**src/hdl/usbd_regs.svh**
```systemverilog
// Operation
// - Unimplemented upper-bank locations read as zero and ignore writes.
// - The pc high holding register keeps pc bits 12:8 and feeds the pc upper byte on a pc load.
// - No location reads or writes the pc upper byte directly; only the low byte is mapped.
// - Common registers decode at the same offset in every bank and reach one physical register.
// - Writing port B data updates the output latch, reading it returns the sampled pin levels.
// - Status loads 0001 1xxx on power-on or brown-out reset and 000q quuu on other resets.
// - Registers with undefined reset come up undefined and keep their value on other resets.
// - Port D and port E locations have no register on the reduced-pin variant and read zero.
`ifndef USBD_REGS_SVH
`define USBD_REGS_SVH

// Register indices; byte address on the bus is four times the index
`define USBD_IDX_INDIRECT_B2 9'h100
`define USBD_IDX_TIMER_B2 9'h101
`define USBD_IDX_PC_LOW_B2 9'h102
`define USBD_IDX_STATUS_B2 9'h103
`define USBD_IDX_POINTER_B2 9'h104
`define USBD_IDX_PORT_B_B2 9'h106
`define USBD_IDX_PORT_D_B0 9'h008
`define USBD_IDX_PORT_E_B0 9'h009
`define USBD_IDX_PC_HOLD_B2 9'h10a
`define USBD_IDX_INT_CTRL_B2 9'h10b
`define USBD_IDX_INDIRECT_B3 9'h180
`define USBD_IDX_OPTION_B3 9'h181
`define USBD_IDX_PC_LOW_B3 9'h182
`define USBD_IDX_STATUS_B3 9'h183
`define USBD_IDX_POINTER_B3 9'h184
`define USBD_IDX_PORT_B_DIR_B3 9'h186
`define USBD_IDX_PC_HOLD_B3 9'h18a
`define USBD_IDX_INT_CTRL_B3 9'h18b
`define USBD_LOW_MASK 9'h07f

// Bus address layout
`define USBD_APB_IDX_MSB 10
`define USBD_APB_IDX_LSB 2
`define USBD_APB_TOP 11

// Reset values
`define USBD_STATUS_POR_TOP 5'h03
`define USBD_STATUS_OTHER_TOP 3'h0
`define USBD_PC_LOW_RST 8'h00
`define USBD_PC_HOLD_RST 5'h00
`define USBD_INT_CTRL_RST_TOP 7'h00
`define USBD_OPTION_RST 8'hff
`define USBD_PORT_B_DIR_RST 8'hff
`define USBD_OE_RST 8'h00
`define USBD_ZERO 8'h00
`define USBD_PC_RST 13'h0000
`define USBD_PC_STEP 13'h0001

`endif

```
**src/hdl/usbd_pkg.sv**
```systemverilog
`default_nettype none
`include "usbd_regs.svh"

package usbd_pkg;

    typedef enum logic [3:0] {
        TGT_NONE, TGT_INDIRECT, TGT_TIMER, TGT_PC_LOW, TGT_STATUS, TGT_POINTER,
        TGT_PORT_B_DATA, TGT_PORT_B_DIR, TGT_PC_HOLD, TGT_INT_CTRL, TGT_OPTION
    } usbd_target_t;

    typedef struct packed {
        logic irp;
        logic [1:0] rp;
        logic to_n;
        logic pd_n;
        logic z;
        logic dc;
        logic c;
    } usbd_status_t;

    typedef struct packed {
        logic psel;
        logic penable;
        logic pwrite;
        logic [11:0] paddr;
        logic [31:0] pwdata;
    } usbd_apb_req_t;

    typedef struct packed {
        logic [31:0] prdata;
        logic pready;
        logic pslverr;
    } usbd_apb_rsp_t;

    function automatic logic usbd_low_is(input logic [8:0] addr, input logic [8:0] idx);
        return ((addr & `USBD_LOW_MASK) == (idx & `USBD_LOW_MASK));
    endfunction

    // Bank bit 7 of the address splits the bank-pair registers
    function automatic usbd_target_t usbd_classify(input logic [8:0] addr);
        usbd_target_t t;
        t = TGT_NONE;
        // Common registers ignore the bank bits
        if (usbd_low_is(addr, `USBD_IDX_INDIRECT_B2)) t = TGT_INDIRECT;
        else if (usbd_low_is(addr, `USBD_IDX_PC_LOW_B2)) t = TGT_PC_LOW;
        else if (usbd_low_is(addr, `USBD_IDX_STATUS_B2)) t = TGT_STATUS;
        else if (usbd_low_is(addr, `USBD_IDX_POINTER_B2)) t = TGT_POINTER;
        else if (usbd_low_is(addr, `USBD_IDX_PC_HOLD_B2)) t = TGT_PC_HOLD;
        else if (usbd_low_is(addr, `USBD_IDX_INT_CTRL_B2)) t = TGT_INT_CTRL;
        else if (usbd_low_is(addr, `USBD_IDX_TIMER_B2)) t = addr[7] ? TGT_OPTION : TGT_TIMER;
        else if (usbd_low_is(addr, `USBD_IDX_PORT_B_B2)) begin
            t = addr[7] ? TGT_PORT_B_DIR : TGT_PORT_B_DATA;
        end
        // Port D/E and every other location fall to none
        return t;
    endfunction

endpackage : usbd_pkg

`default_nettype wire

```
**src/hdl/usbd_top.sv**
```systemverilog
`default_nettype none
`include "usbd_regs.svh"

module usbd_top (
    // Clock and reset
    input wire logic core_clk,
    input wire logic reset,
    // Reset cause, valid while reset is high
    input wire logic reset_power_up,
    input wire logic reset_to_value,
    input wire logic reset_pd_value,
    // Register bus
    input wire usbd_pkg::usbd_apb_req_t apb_req,
    output usbd_pkg::usbd_apb_rsp_t apb_rsp,
    // Core events
    input wire logic pc_step,
    input wire logic alu_flags_we,
    input wire logic [2:0] alu_flags,
    // Port B pins
    input wire logic [7:0] port_b_in,
    output logic [7:0] port_b_out,
    output logic [7:0] port_b_oe,
    // Core state
    output logic [12:0] pc_value,
    output usbd_pkg::usbd_status_t status_value,
    output logic [7:0] option_value,
    output logic [7:0] interrupt_control_value
);

    // Storage
    logic [7:0] pointer_reg;
    logic [7:0] timer_zero_count_reg;
    logic [4:0] pc_high_holding_reg;
    logic [12:0] pc_reg;
    logic [7:0] pc_low;
    logic [7:0] dir_q;
    logic [7:0] pins_level;

    // Bus decode
    logic [8:0] req_idx;
    logic req_in_range;
    logic setup_phase;
    logic access_phase;
    logic wr_fire;
    logic [7:0] wbyte;
    usbd_pkg::usbd_target_t target;
    logic [8:0] eff_addr;
    logic [7:0] rd_byte;

    assign req_idx = apb_req.paddr[`USBD_APB_IDX_MSB:`USBD_APB_IDX_LSB];
    assign req_in_range = ~apb_req.paddr[`USBD_APB_TOP];
    assign setup_phase = apb_req.psel & ~apb_req.penable;
    assign access_phase = apb_req.psel & apb_req.penable & apb_rsp.pready;
    assign wr_fire = access_phase & apb_req.pwrite & req_in_range;
    assign wbyte = apb_req.pwdata[7:0];

    usbd_decode u_decode (
        .addr(req_idx),
        .irp(status_value.irp),
        .pointer(pointer_reg),
        .target(target),
        .eff_addr(eff_addr)
    );

    usbd_port_b u_port_b (
        .core_clk(core_clk),
        .reset(reset),
        .wr_data(wr_fire && target == usbd_pkg::TGT_PORT_B_DATA),
        .wr_dir(wr_fire && target == usbd_pkg::TGT_PORT_B_DIR),
        .wdata(wbyte),
        .pins_in(port_b_in),
        .pins_out(port_b_out),
        .pins_oe(port_b_oe),
        .dir_q(dir_q),
        .pins_level(pins_level)
    );

    assign pc_low = pc_reg[7:0];

    // Read mux; no entry for the pc upper byte exists
    always_comb begin
        rd_byte = `USBD_ZERO;
        unique case (target)
            usbd_pkg::TGT_NONE: rd_byte = `USBD_ZERO;
            usbd_pkg::TGT_INDIRECT: rd_byte = `USBD_ZERO;
            usbd_pkg::TGT_TIMER: rd_byte = timer_zero_count_reg;
            usbd_pkg::TGT_PC_LOW: rd_byte = pc_low;
            usbd_pkg::TGT_STATUS: rd_byte = status_value;
            usbd_pkg::TGT_POINTER: rd_byte = pointer_reg;
            usbd_pkg::TGT_PORT_B_DATA: rd_byte = pins_level;
            usbd_pkg::TGT_PORT_B_DIR: rd_byte = dir_q;
            usbd_pkg::TGT_PC_HOLD: rd_byte = {3'h0, pc_high_holding_reg};
            usbd_pkg::TGT_INT_CTRL: rd_byte = interrupt_control_value;
            usbd_pkg::TGT_OPTION: rd_byte = option_value;
            default: rd_byte = `USBD_ZERO;
        endcase
    end

    // Zero-wait slave: data captured in setup, ready in the access cycle
    always_ff @(posedge core_clk) begin
        if (reset) begin
            apb_rsp.pready <= 1'b0;
            apb_rsp.pslverr <= 1'b0;
            apb_rsp.prdata <= 32'h0000_0000;
        end else begin
            apb_rsp.pready <= setup_phase;
            apb_rsp.pslverr <= setup_phase & ~req_in_range;
            if (setup_phase) begin
                apb_rsp.prdata <= req_in_range ? {24'h00_0000, rd_byte} : 32'h0000_0000;
            end
        end
    end

    // Indirect pointer: no reset at all
    always_ff @(posedge core_clk) begin
        if (wr_fire && target == usbd_pkg::TGT_POINTER) begin
            pointer_reg <= wbyte;
        end
    end

    // Timer count storage: no reset at all
    always_ff @(posedge core_clk) begin
        if (wr_fire && target == usbd_pkg::TGT_TIMER) begin
            timer_zero_count_reg <= wbyte;
        end
    end

    // Holding register for pc bits 12:8
    always_ff @(posedge core_clk) begin
        if (reset) begin
            pc_high_holding_reg <= `USBD_PC_HOLD_RST;
        end else if (wr_fire && target == usbd_pkg::TGT_PC_HOLD) begin
            pc_high_holding_reg <= wbyte[4:0];
        end
    end

    // Program counter; a load beats a step in the same cycle
    always_ff @(posedge core_clk) begin
        if (reset) begin
            pc_reg <= `USBD_PC_RST;
            pc_value <= `USBD_PC_RST;
        end else if (wr_fire && target == usbd_pkg::TGT_PC_LOW) begin
            pc_reg <= {pc_high_holding_reg, wbyte};
            pc_value <= {pc_high_holding_reg, wbyte};
        end else if (pc_step) begin
            pc_reg <= pc_reg + `USBD_PC_STEP;
            pc_value <= pc_reg + `USBD_PC_STEP;
        end
    end

    // Status; low flags keep their value through every reset
    always_ff @(posedge core_clk) begin
        if (reset) begin
            if (reset_power_up) begin
                {status_value.irp, status_value.rp, status_value.to_n, status_value.pd_n}
                    <= `USBD_STATUS_POR_TOP;
            end else begin
                {status_value.irp, status_value.rp} <= `USBD_STATUS_OTHER_TOP;
                status_value.to_n <= reset_to_value;
                status_value.pd_n <= reset_pd_value;
            end
        end else begin
            if (wr_fire && target == usbd_pkg::TGT_STATUS) begin
                status_value.irp <= wbyte[7];
                status_value.rp <= wbyte[6:5];
            end
            // Core flag update wins over a bus write to the same bits
            if (alu_flags_we) begin
                {status_value.z, status_value.dc, status_value.c} <= alu_flags;
            end else if (wr_fire && target == usbd_pkg::TGT_STATUS) begin
                {status_value.z, status_value.dc, status_value.c} <= wbyte[2:0];
            end
        end
    end

    // Interrupt control; bit 0 is undefined at power-on and kept otherwise
    always_ff @(posedge core_clk) begin
        if (reset) begin
            interrupt_control_value[7:1] <= `USBD_INT_CTRL_RST_TOP;
        end else if (wr_fire && target == usbd_pkg::TGT_INT_CTRL) begin
            interrupt_control_value <= wbyte;
        end
    end

    always_ff @(posedge core_clk) begin
        if (reset) begin
            option_value <= `USBD_OPTION_RST;
        end else if (wr_fire && target == usbd_pkg::TGT_OPTION) begin
            option_value <= wbyte;
        end
    end

    // Writes to unmapped or pointer-to-self targets simply match no store above

endmodule // usbd_top

`default_nettype wire

```
**src/hdl/usbd_decode.sv**
```systemverilog
`default_nettype none

module usbd_decode (
    // Requested address
    input wire logic [8:0] addr,
    // Indirect pointer context
    input wire logic irp,
    input wire logic [7:0] pointer,
    // Resolved target
    output usbd_pkg::usbd_target_t target,
    output logic [8:0] eff_addr
);

    usbd_pkg::usbd_target_t direct_t;
    usbd_pkg::usbd_target_t via_t;
    logic [8:0] via_addr;

    assign via_addr = {irp, pointer};
    assign direct_t = usbd_pkg::usbd_classify(addr);
    assign via_t = usbd_pkg::usbd_classify(via_addr);

    // Pointer back to the indirect location itself resolves to nothing
    always_comb begin
        target = direct_t;
        eff_addr = addr;
        if (direct_t == usbd_pkg::TGT_INDIRECT) begin
            eff_addr = via_addr;
            target = (via_t == usbd_pkg::TGT_INDIRECT) ? usbd_pkg::TGT_NONE : via_t;
        end
    end

endmodule // usbd_decode

`default_nettype wire

```
**src/hdl/usbd_port_b.sv**
```systemverilog
`default_nettype none
`include "usbd_regs.svh"

module usbd_port_b (
    // Clock and reset
    input wire logic core_clk,
    input wire logic reset,
    // Register writes
    input wire logic wr_data,
    input wire logic wr_dir,
    input wire logic [7:0] wdata,
    // Pins
    input wire logic [7:0] pins_in,
    output logic [7:0] pins_out,
    output logic [7:0] pins_oe,
    // Read back
    output logic [7:0] dir_q,
    output logic [7:0] pins_level
);

    logic [7:0] latch_reg;

    // Latch has no reset: undefined at power-on, kept on other resets
    always_ff @(posedge core_clk) begin
        if (wr_data) begin
            latch_reg <= wdata;
        end
    end

    always_ff @(posedge core_clk) begin
        if (reset) begin
            dir_q <= `USBD_PORT_B_DIR_RST;
            pins_oe <= `USBD_OE_RST;
        end else if (wr_dir) begin
            dir_q <= wdata;
            pins_oe <= ~wdata;
        end
    end

    // Output stage follows the latch one flop later
    always_ff @(posedge core_clk) begin
        pins_out <= latch_reg;
    end

    // Reads see the pins, not the latch
    assign pins_level = pins_in;

endmodule // usbd_port_b

`default_nettype wire

```
**config.mk**
```make
export PLATFORM = sky130hd
export DESIGN_NAME = usbd_top
export DESIGN_NICKNAME = d
export VERILOG_FILES = /design/src/hdl/usbd_pkg.sv /design/src/hdl/usbd_top.sv /design/src/hdl/usbd_decode.sv /design/src/hdl/usbd_port_b.sv
export VERILOG_INCLUDE_DIRS = /design/src /design/src/hdl
export SDC_FILE = /design/constraint.sdc
export NUM_CORES = 1
export LEC_CHECK = 0
export BUFFER_PORTS_ARGS = -buffer_cell sky130_fd_sc_hd__buf_2
export CAP_MARGIN = 20
export CORE_MARGIN = 4
export CORE_UTILIZATION = 35
export CTS_BUF_LIST = sky130_fd_sc_hd__clkbuf_4
export CTS_CLUSTER_DIAMETER = 30
export DETAILED_ROUTE_END_ITERATION = 8
export GPL_TIMING_DRIVEN = 0
export PLACE_DENSITY = 0.57
export SYNTH_ARGS = -nofsm -noshare
export SYNTH_HDL_FRONTEND = slang
export SYNTH_SLANG_ARGS = --single-unit
export TNS_END_PERCENT = 10
```
**constraint.sdc**
```tcl
create_clock -name core_clk -period 5.8 [get_ports core_clk]
set_input_delay 0.58 -clock core_clk [delete_from_list [all_inputs] [get_ports core_clk]]
set_output_delay 0.58 -clock core_clk [all_outputs]
set_load 0.1 [all_outputs]
```
==> metrics.cfg, run 1 <==
[status]
status = completed

[layout]
layout-drive-gt1-share_pct = 26.9
n_antenna_cell = 0
largest_register_ff_count = 13
area_growth_pct = 20.6
fin_nets = 655

[critical_path]
crit_required_ns = 6.15
r2r_start = pointer_reg[0]$_DFFE_PP_
worst-setup-path-type = flip-flop to flip-flop
crit_path_end_kind = flip-flop
crit_fanout = 9
crit_end = pc_high_holding_reg[0]$_SDFFE_PP0P_
crit_chain = clkbuf_1 > nor4bb_1 > o2111ai_1 > and2_1 > a211oi_1 > nand2_1 > mux2i_1 > nor2_1
worstReg2RegEnd = pc_high_holding_reg[0]$_SDFFE_PP0P_
cp_num_cells = 8
crit_slowest_cell = a211oi_1
worst_ep_arrival_time_ns = 3.66
cpLargestDelayFamily = simple AND/OR/NAND/NOR gates
startpoint = pointer_reg[0]$_DFFE_PP_
max_stage_delay_ns = 0.85
r2r_slack_ns = 2.49
reg2reg_depth = 8
cp-start-kind = flip-flop
crit_buf_inv = 1

[routing]
drc_errors = 0
routed_via_density = 5.13
drt_pass1_iterations = 5
antenna_left = 0
vias = 3948
drt_iter0_markers = 283
drt_wl_total_um = 13900
wl_per_cell_um = 18.0

[logic_synthesis]
syn_area_per_cell_um2 = 10.3
synth-main-ff-cell = dfxtp_1
ys_async_sr_fraction_pct = 0
synthAdderAreaFrac_pct = 0.266
ys_warn_count = 0
synth_compound_area_share_pct = 16.4
synth_top_family_by_area = simple AND/OR/NAND/NOR gates
synthSimpleGateAreaFrac_pct = 18.9
syn_area_um2 = 4710
synth_enable_flop_cells = 33
ys_seq_area_share_pct = 49.5
ys_types = 62
netlist_instances = 456
synth_mux_area_share_pct = 5.63
synth_seq_cells = 100
synth_xor_area_share_pct = 2.42

[timing]
worstMarginPinSlew_ns = 1.03
timing.final.crit_share_pct = 57.1
slew_headroom_pct = 31.2
slew_violations = 0
setup_viol = 0
setup_tns_ns = 0
fin_ws_ns = 2.49
fin_crit_ns = 3.31
finalHoldViolCount = 0
rsz0062_at_grt = false
fmax_mhz = 302
finalClockSkew_ns = 0.0351

[clock_tree]
clock_latency_ns = 0.47
cts_buffer_depth = 2
ctsResizeCount = 0
post_cts_buffers = 0
cts_buffers = 9
cts.clk_slew.worst_paths_ns = 0.15
htreeDepth = 3
cts_tree = yes
cts-root-buf = clkbuf_4
cts_hold_buf = 0
cts.sink_count = 100

[power_and_ir_drop]
swShare_pct = 29.9
power_density_nw_per_um2 = 239
intPower_w = 0.000951
combPwrFrac_pct = 15.1
ir_drop_v = 0.0000978
leakage_nw = 2.35
power_frac_clock_pct = 30.6
p_switching_w = 0.000405
seqPwrFrac_pct = 54.3

[global_routing]
overflow = 0
grt_pass1_vias = 3701
grt_start_max_net_pins = 17
antenna_found_initial = 0
grt_util_all_layers_pct = 18.5
grt_pass1_wl_um = 21100

[floorplan]
floorplan.die_area_um2 = 15400
die_x_um = 124
chipHeight_um = 124
core_area_um2 = 13200
ioPinCount = 152
placementRows = 42
start_util_pct = 35.7

[place]
pre_cts_ws_ns = 2.25
port_buffers = 98
gp_congestion = 0.874
hpwl_um = 10700

[min_path]
hold_path.class = flip-flop to flip-flop

[flow_run]
maxCapViolations = 0

## per-layer routing
metal  share of wire, %  vias up  GRT usage, %
met2                 44      158          27.9
met3                7.2       13          3.81
met5                  0        -             0
met1                 48     1885          27.2
li1                   -     1892             -
met4                1.0        0          4.31
## power groups by stage
stage / Clock (W) / Sequential (W) / Combinational (W)
final: 0.000415 / 0.000736 / 0.000205
after global placement: 0 / 0.000751 / 0.000203
after detailed placement: 0 / 0.000751 / 0.000204
after global routing: 0.000463 / 0.000737 / 0.000215
after CTS: 0.000427 / 0.000736 / 0.000205
after floorplan: 0 / 0.000791 / 0.000121
## worst reg2reg max path, cell delays in order (launching register included)
cell       delay (ns)
edfxtp_1         0.35
clkbuf_1         0.30
nor4bb_1         0.50
o2111ai_1        0.20
and2_1           0.28
a211oi_1         0.85
nand2_1          0.40
mux2i_1          0.26
nor2_1           0.06
## kinds of logic (layout without fill, tap and decap cells)
| family | after synthesis | after routing |
|---|---|---|
| simple gates | 158 | 158 |
| compound gates | 102 | 102 |
| flops | 100 | 100 |
| buf+inv | 55 | 170 |
| mux | 26 | 26 |
| xor+xnor | 13 | 13 |
| fa+ha+maj | 1 | 1 |
| other cells | 1 | 24 |
## cell type report
| class | instances | area (µm²) |
|---|---|---|
| inverters | 3 | 11.3 |
| clock buffers | 10 | 75.1 |
| well taps | 176 | 220 |
| fillers | 1306 | 7510 |
| repair buffers | 99 | 495 |
| plain buffers | 52 | 308 |
| multi-input cells | 324 | 2150 |
| flip-flops and latches | 100 | 2330 |
| clock inverters | 6 | 86.3 |
## worst min path at each step
stage                                          to                            start  depth (start not counted)
finish               u_port_b.pins_out[3]$_DFF_P_  u_port_b.latch_reg[3]$_DFFE_PP_                          0
detailed placement   u_port_b.pins_out[5]$_DFF_P_  u_port_b.latch_reg[5]$_DFFE_PP_                          0
global route        status_value[3]$_SDFFCE_PP1P_                            reset                          1
CTS                 status_value[3]$_SDFFCE_PP1P_                            reset                          1
floorplan            u_port_b.pins_out[0]$_DFF_P_  u_port_b.latch_reg[0]$_DFFE_PP_                          0
global placement     u_port_b.pins_out[1]$_DFF_P_  u_port_b.latch_reg[1]$_DFFE_PP_                          0
## cells in the final DEF (no fill, tap or decap), types with 10 or more instances in the layout
cell,instances
nand2_1,27
clkbuf_1,22
buf_2,102
buf_4,25
and2_1,10
conb_1,24
dfxtp_1,67
mux2i_1,22
nand3_1,15
nor2_1,39
a21oi_1,19
edfxtp_1,33
a211oi_1,18
clkbuf_4,10
## cell usage after synthesis, types with 8 or more instances
library cell   n  area share (%)
edfxtp_1      33              21
dfxtp_1       67              28
a211oi_1      18             2.9
and2_1        10             1.3
a221oi_1       8             1.5
nand3b_1       9             1.4
nand3_1       15             1.6
xor2_1         9             1.7
a21o_1         9             1.4
clkbuf_1      22             1.8
or2_1          8             1.1
a21oi_1       19             2.0
nand2_1       27             2.2
buf_4         25             4.0
and3_1         9             1.2
nor2_1        39             3.1
mux2i_1       22             4.7
## stage by stage
step / cells / util (%) / total power, W / instance area, µm² / hold slack [ns]
after floorplan: 479 / - / 0.000912 / 4790 / 0.323
after global placement: 753 / 41.7 / 0.000954 / 5510 / 0.326
after detailed placement: 753 / 41.8 / 0.000955 / 5510 / 0.327
after CTS: 769 / 43.0 / 0.00137 / 5670 / 0.316
after global routing: 770 / 43.0 / 0.00142 / 5680 / 0.309
final: 770 / 43.0 / 0.00136 / 5680 / 0.352
Power figures use the tool's default switching activity.
==> inputs of run 2 (changes only) <==
Clock period 5.8 ns to 3.3 ns, I/O delays scaled along.
==> run 2 against run 1 <==
  * Utilization up 0.095 points
  * Hold slack worse by 0.25 ns
  * Die area unchanged
  * Clock-buffer cell count unchanged
  * Fmax up 6.3%
  * Non-clock buffer count unchanged
  * First-iteration DRC count down 9.2%
  * Clock power up 75%
  * Largest power group unchanged
  * Cell area up 0.22%
  * Register-to-register slack worse by 2.3 ns
  * Final cell count unchanged
  * Highest routed layer unchanged
  * Via count about the same
==> metrics.cfg, run 2 (synthesis gave the netlist of run 1 again) <==
[status]
status = completed

[floorplan]
die_x_um = 124  ; unchanged
ioPinCount = 152  ; unchanged
chipHeight_um = 124  ; unchanged
floorplan.die_area_um2 = 15400  ; unchanged
start_util_pct = 35.7  ; unchanged
core_area_um2 = 13200  ; unchanged
placementRows = 42  ; unchanged

[timing]
rsz0062_at_grt = false
setup_tns_ns = 0  ; unchanged
slew_headroom_pct = 33.3  ; +2.1 points
fin_ws_ns = 0.188  ; -2.30 ns
worstMarginPinSlew_ns = 0.993  ; -0.0332 ns
finalClockSkew_ns = 0.0362  ; +0.00114 ns
finalHoldViolCount = 0  ; unchanged
timing.final.crit_share_pct = 94.3  ; +37 points
setup_viol = 0  ; unchanged
slew_violations = 0  ; unchanged
fin_crit_ns = 3.11  ; -0.197 ns
fmax_mhz = 321  ; +6.3%

[critical_path]
crit_fanout = 10  ; +1
worst-setup-path-type = flip-flop to flip-flop
cp-start-kind = flip-flop
max_stage_delay_ns = 0.57  ; -0.28 ns
cpLargestDelayFamily = compound AO/OA/AOI/OAI gates
crit_chain = or4_4 > o21bai_1 > o32a_1 > a211oi_1 > buf_2 > and2_1 > clkbuf_1 > a222oi_1 > a311oi_1
worst_ep_arrival_time_ns = 3.47  ; -0.19 ns
reg2reg_depth = 9  ; +1
crit_slowest_cell = or4_4
r2r_slack_ns = 0.19  ; -2.30 ns
crit_buf_inv = 2  ; +1
crit_path_end_kind = flip-flop
cp_num_cells = 9  ; +1
crit_required_ns = 3.66  ; -2.49 ns

[clock_tree]
htreeDepth = 3  ; unchanged
cts_hold_buf = 0  ; unchanged
cts.clk_slew.worst_paths_ns = 0.15  ; about the same
cts_buffers = 9  ; unchanged
cts-root-buf = clkbuf_4
cts_buffer_depth = 2  ; unchanged
clock_latency_ns = 0.47  ; about the same
post_cts_buffers = 0  ; unchanged
ctsResizeCount = 0  ; unchanged
cts_tree = yes
cts.sink_count = 100  ; unchanged

[place]
hpwl_um = 10700  ; unchanged
port_buffers = 98  ; unchanged
gp_congestion = 0.874  ; unchanged
pre_cts_ws_ns = 0.00317  ; -2.25 ns

[routing]
drc_errors = 0  ; unchanged
vias = 3946  ; -0.051%
routed_via_density = 5.12  ; about the same
drt_iter0_markers = 257  ; -9.2%
drt_pass1_iterations = 5  ; unchanged
antenna_left = 0  ; unchanged
drt_wl_total_um = 13800  ; -0.30%
wl_per_cell_um = 17.9  ; -0.30%

[power_and_ir_drop]
leakage_nw = 2.35  ; about the same
ir_drop_v = 0.000172  ; +75%
total_power_w = 0.00238  ; +76%
power_density_nw_per_um2 = 419  ; +75%

[layout]
area_growth_pct = 20.9
fin_nets = 655  ; unchanged
n_antenna_cell = 0  ; unchanged
multi_input_area_um2 = 2160  ; +0.58%
layout_common_cells = 102 x buf_2, 67 x dfxtp_1, 39 x nor2_1
fillers = 1302  ; -0.31%
largest_register_ff_count = 13  ; unchanged
layout-drive-gt1-share_pct = 27.1  ; +0.17 points
final-seq-area_um2 = 2330  ; unchanged
layout_commonest_cell = buf_2

[min_path]
holdPathStages = 1  ; +1
hold_path.class = input pin to flip-flop

[global_routing]
grt_pass1_vias = 3701  ; unchanged
overflow = 0  ; unchanged
grt_pass1_wl_um = 21100  ; unchanged
antenna_found_initial = 0  ; unchanged
grt_start_max_net_pins = 17  ; unchanged
grt_util_all_layers_pct = 18.5  ; unchanged

[flow_run]
maxCapViolations = 0  ; unchanged

## run 2: final cells by class
| class | count | area share [%] |
|---|---|---|
| clock inverter | 6 | 1.52 |
| tap | 176 | 3.87 |
| timing repair buffer | 99 | 8.71 |
| clock buffer | 10 | 1.32 |
| inverter | 3 | 0.198 |
| sequential | 100 | 41.0 |
| multi-input combinational | 324 | 38.0 |
| buffer | 52 | 5.41 |
## run 2: power by group
part,switching [W],internal (W)
Sequential,0.0000109,0.00128
Clock,0.000411,0.000317
Combinational,0.000289,0.0000728
## run 2: path summary, 6_finish.rpt
kind | from | endpoint
max | pointer_reg[4]$_DFFE_PP_ | apb_rsp[6]$_SDFFE_PP0P_
min | reset | status_value[4]$_SDFFCE_PP1P_
max reg2reg | pointer_reg[4]$_DFFE_PP_ | apb_rsp[6]$_SDFFE_PP0P_
min reg2reg | u_port_b.latch_reg[6]$_DFFE_PP_ | u_port_b.pins_out[6]$_DFF_P_
## run 2: metal layers
layer	GRT usage (%)	part of all wire, %	wire length, µm
met3	3.81	7.2	989
met5	0	0	0
met4	4.31	1.1	153
met2	27.9	44	6140
met1	27.2	47	6540
## run 2: stage by stage
stage	cells	hold WS (ns)	utilization [%]	area (µm²)
2_1_floorplan	479	0.323	-	4790
3_3_place_gp	753	0.326	41.7	5510
3_5_place_dp	753	0.327	41.8	5510
4_1_cts	769	0.0660	43.0	5670
5_1_grt	770	0.0594	43.1	5690
6_report	770	0.103	43.1	5690
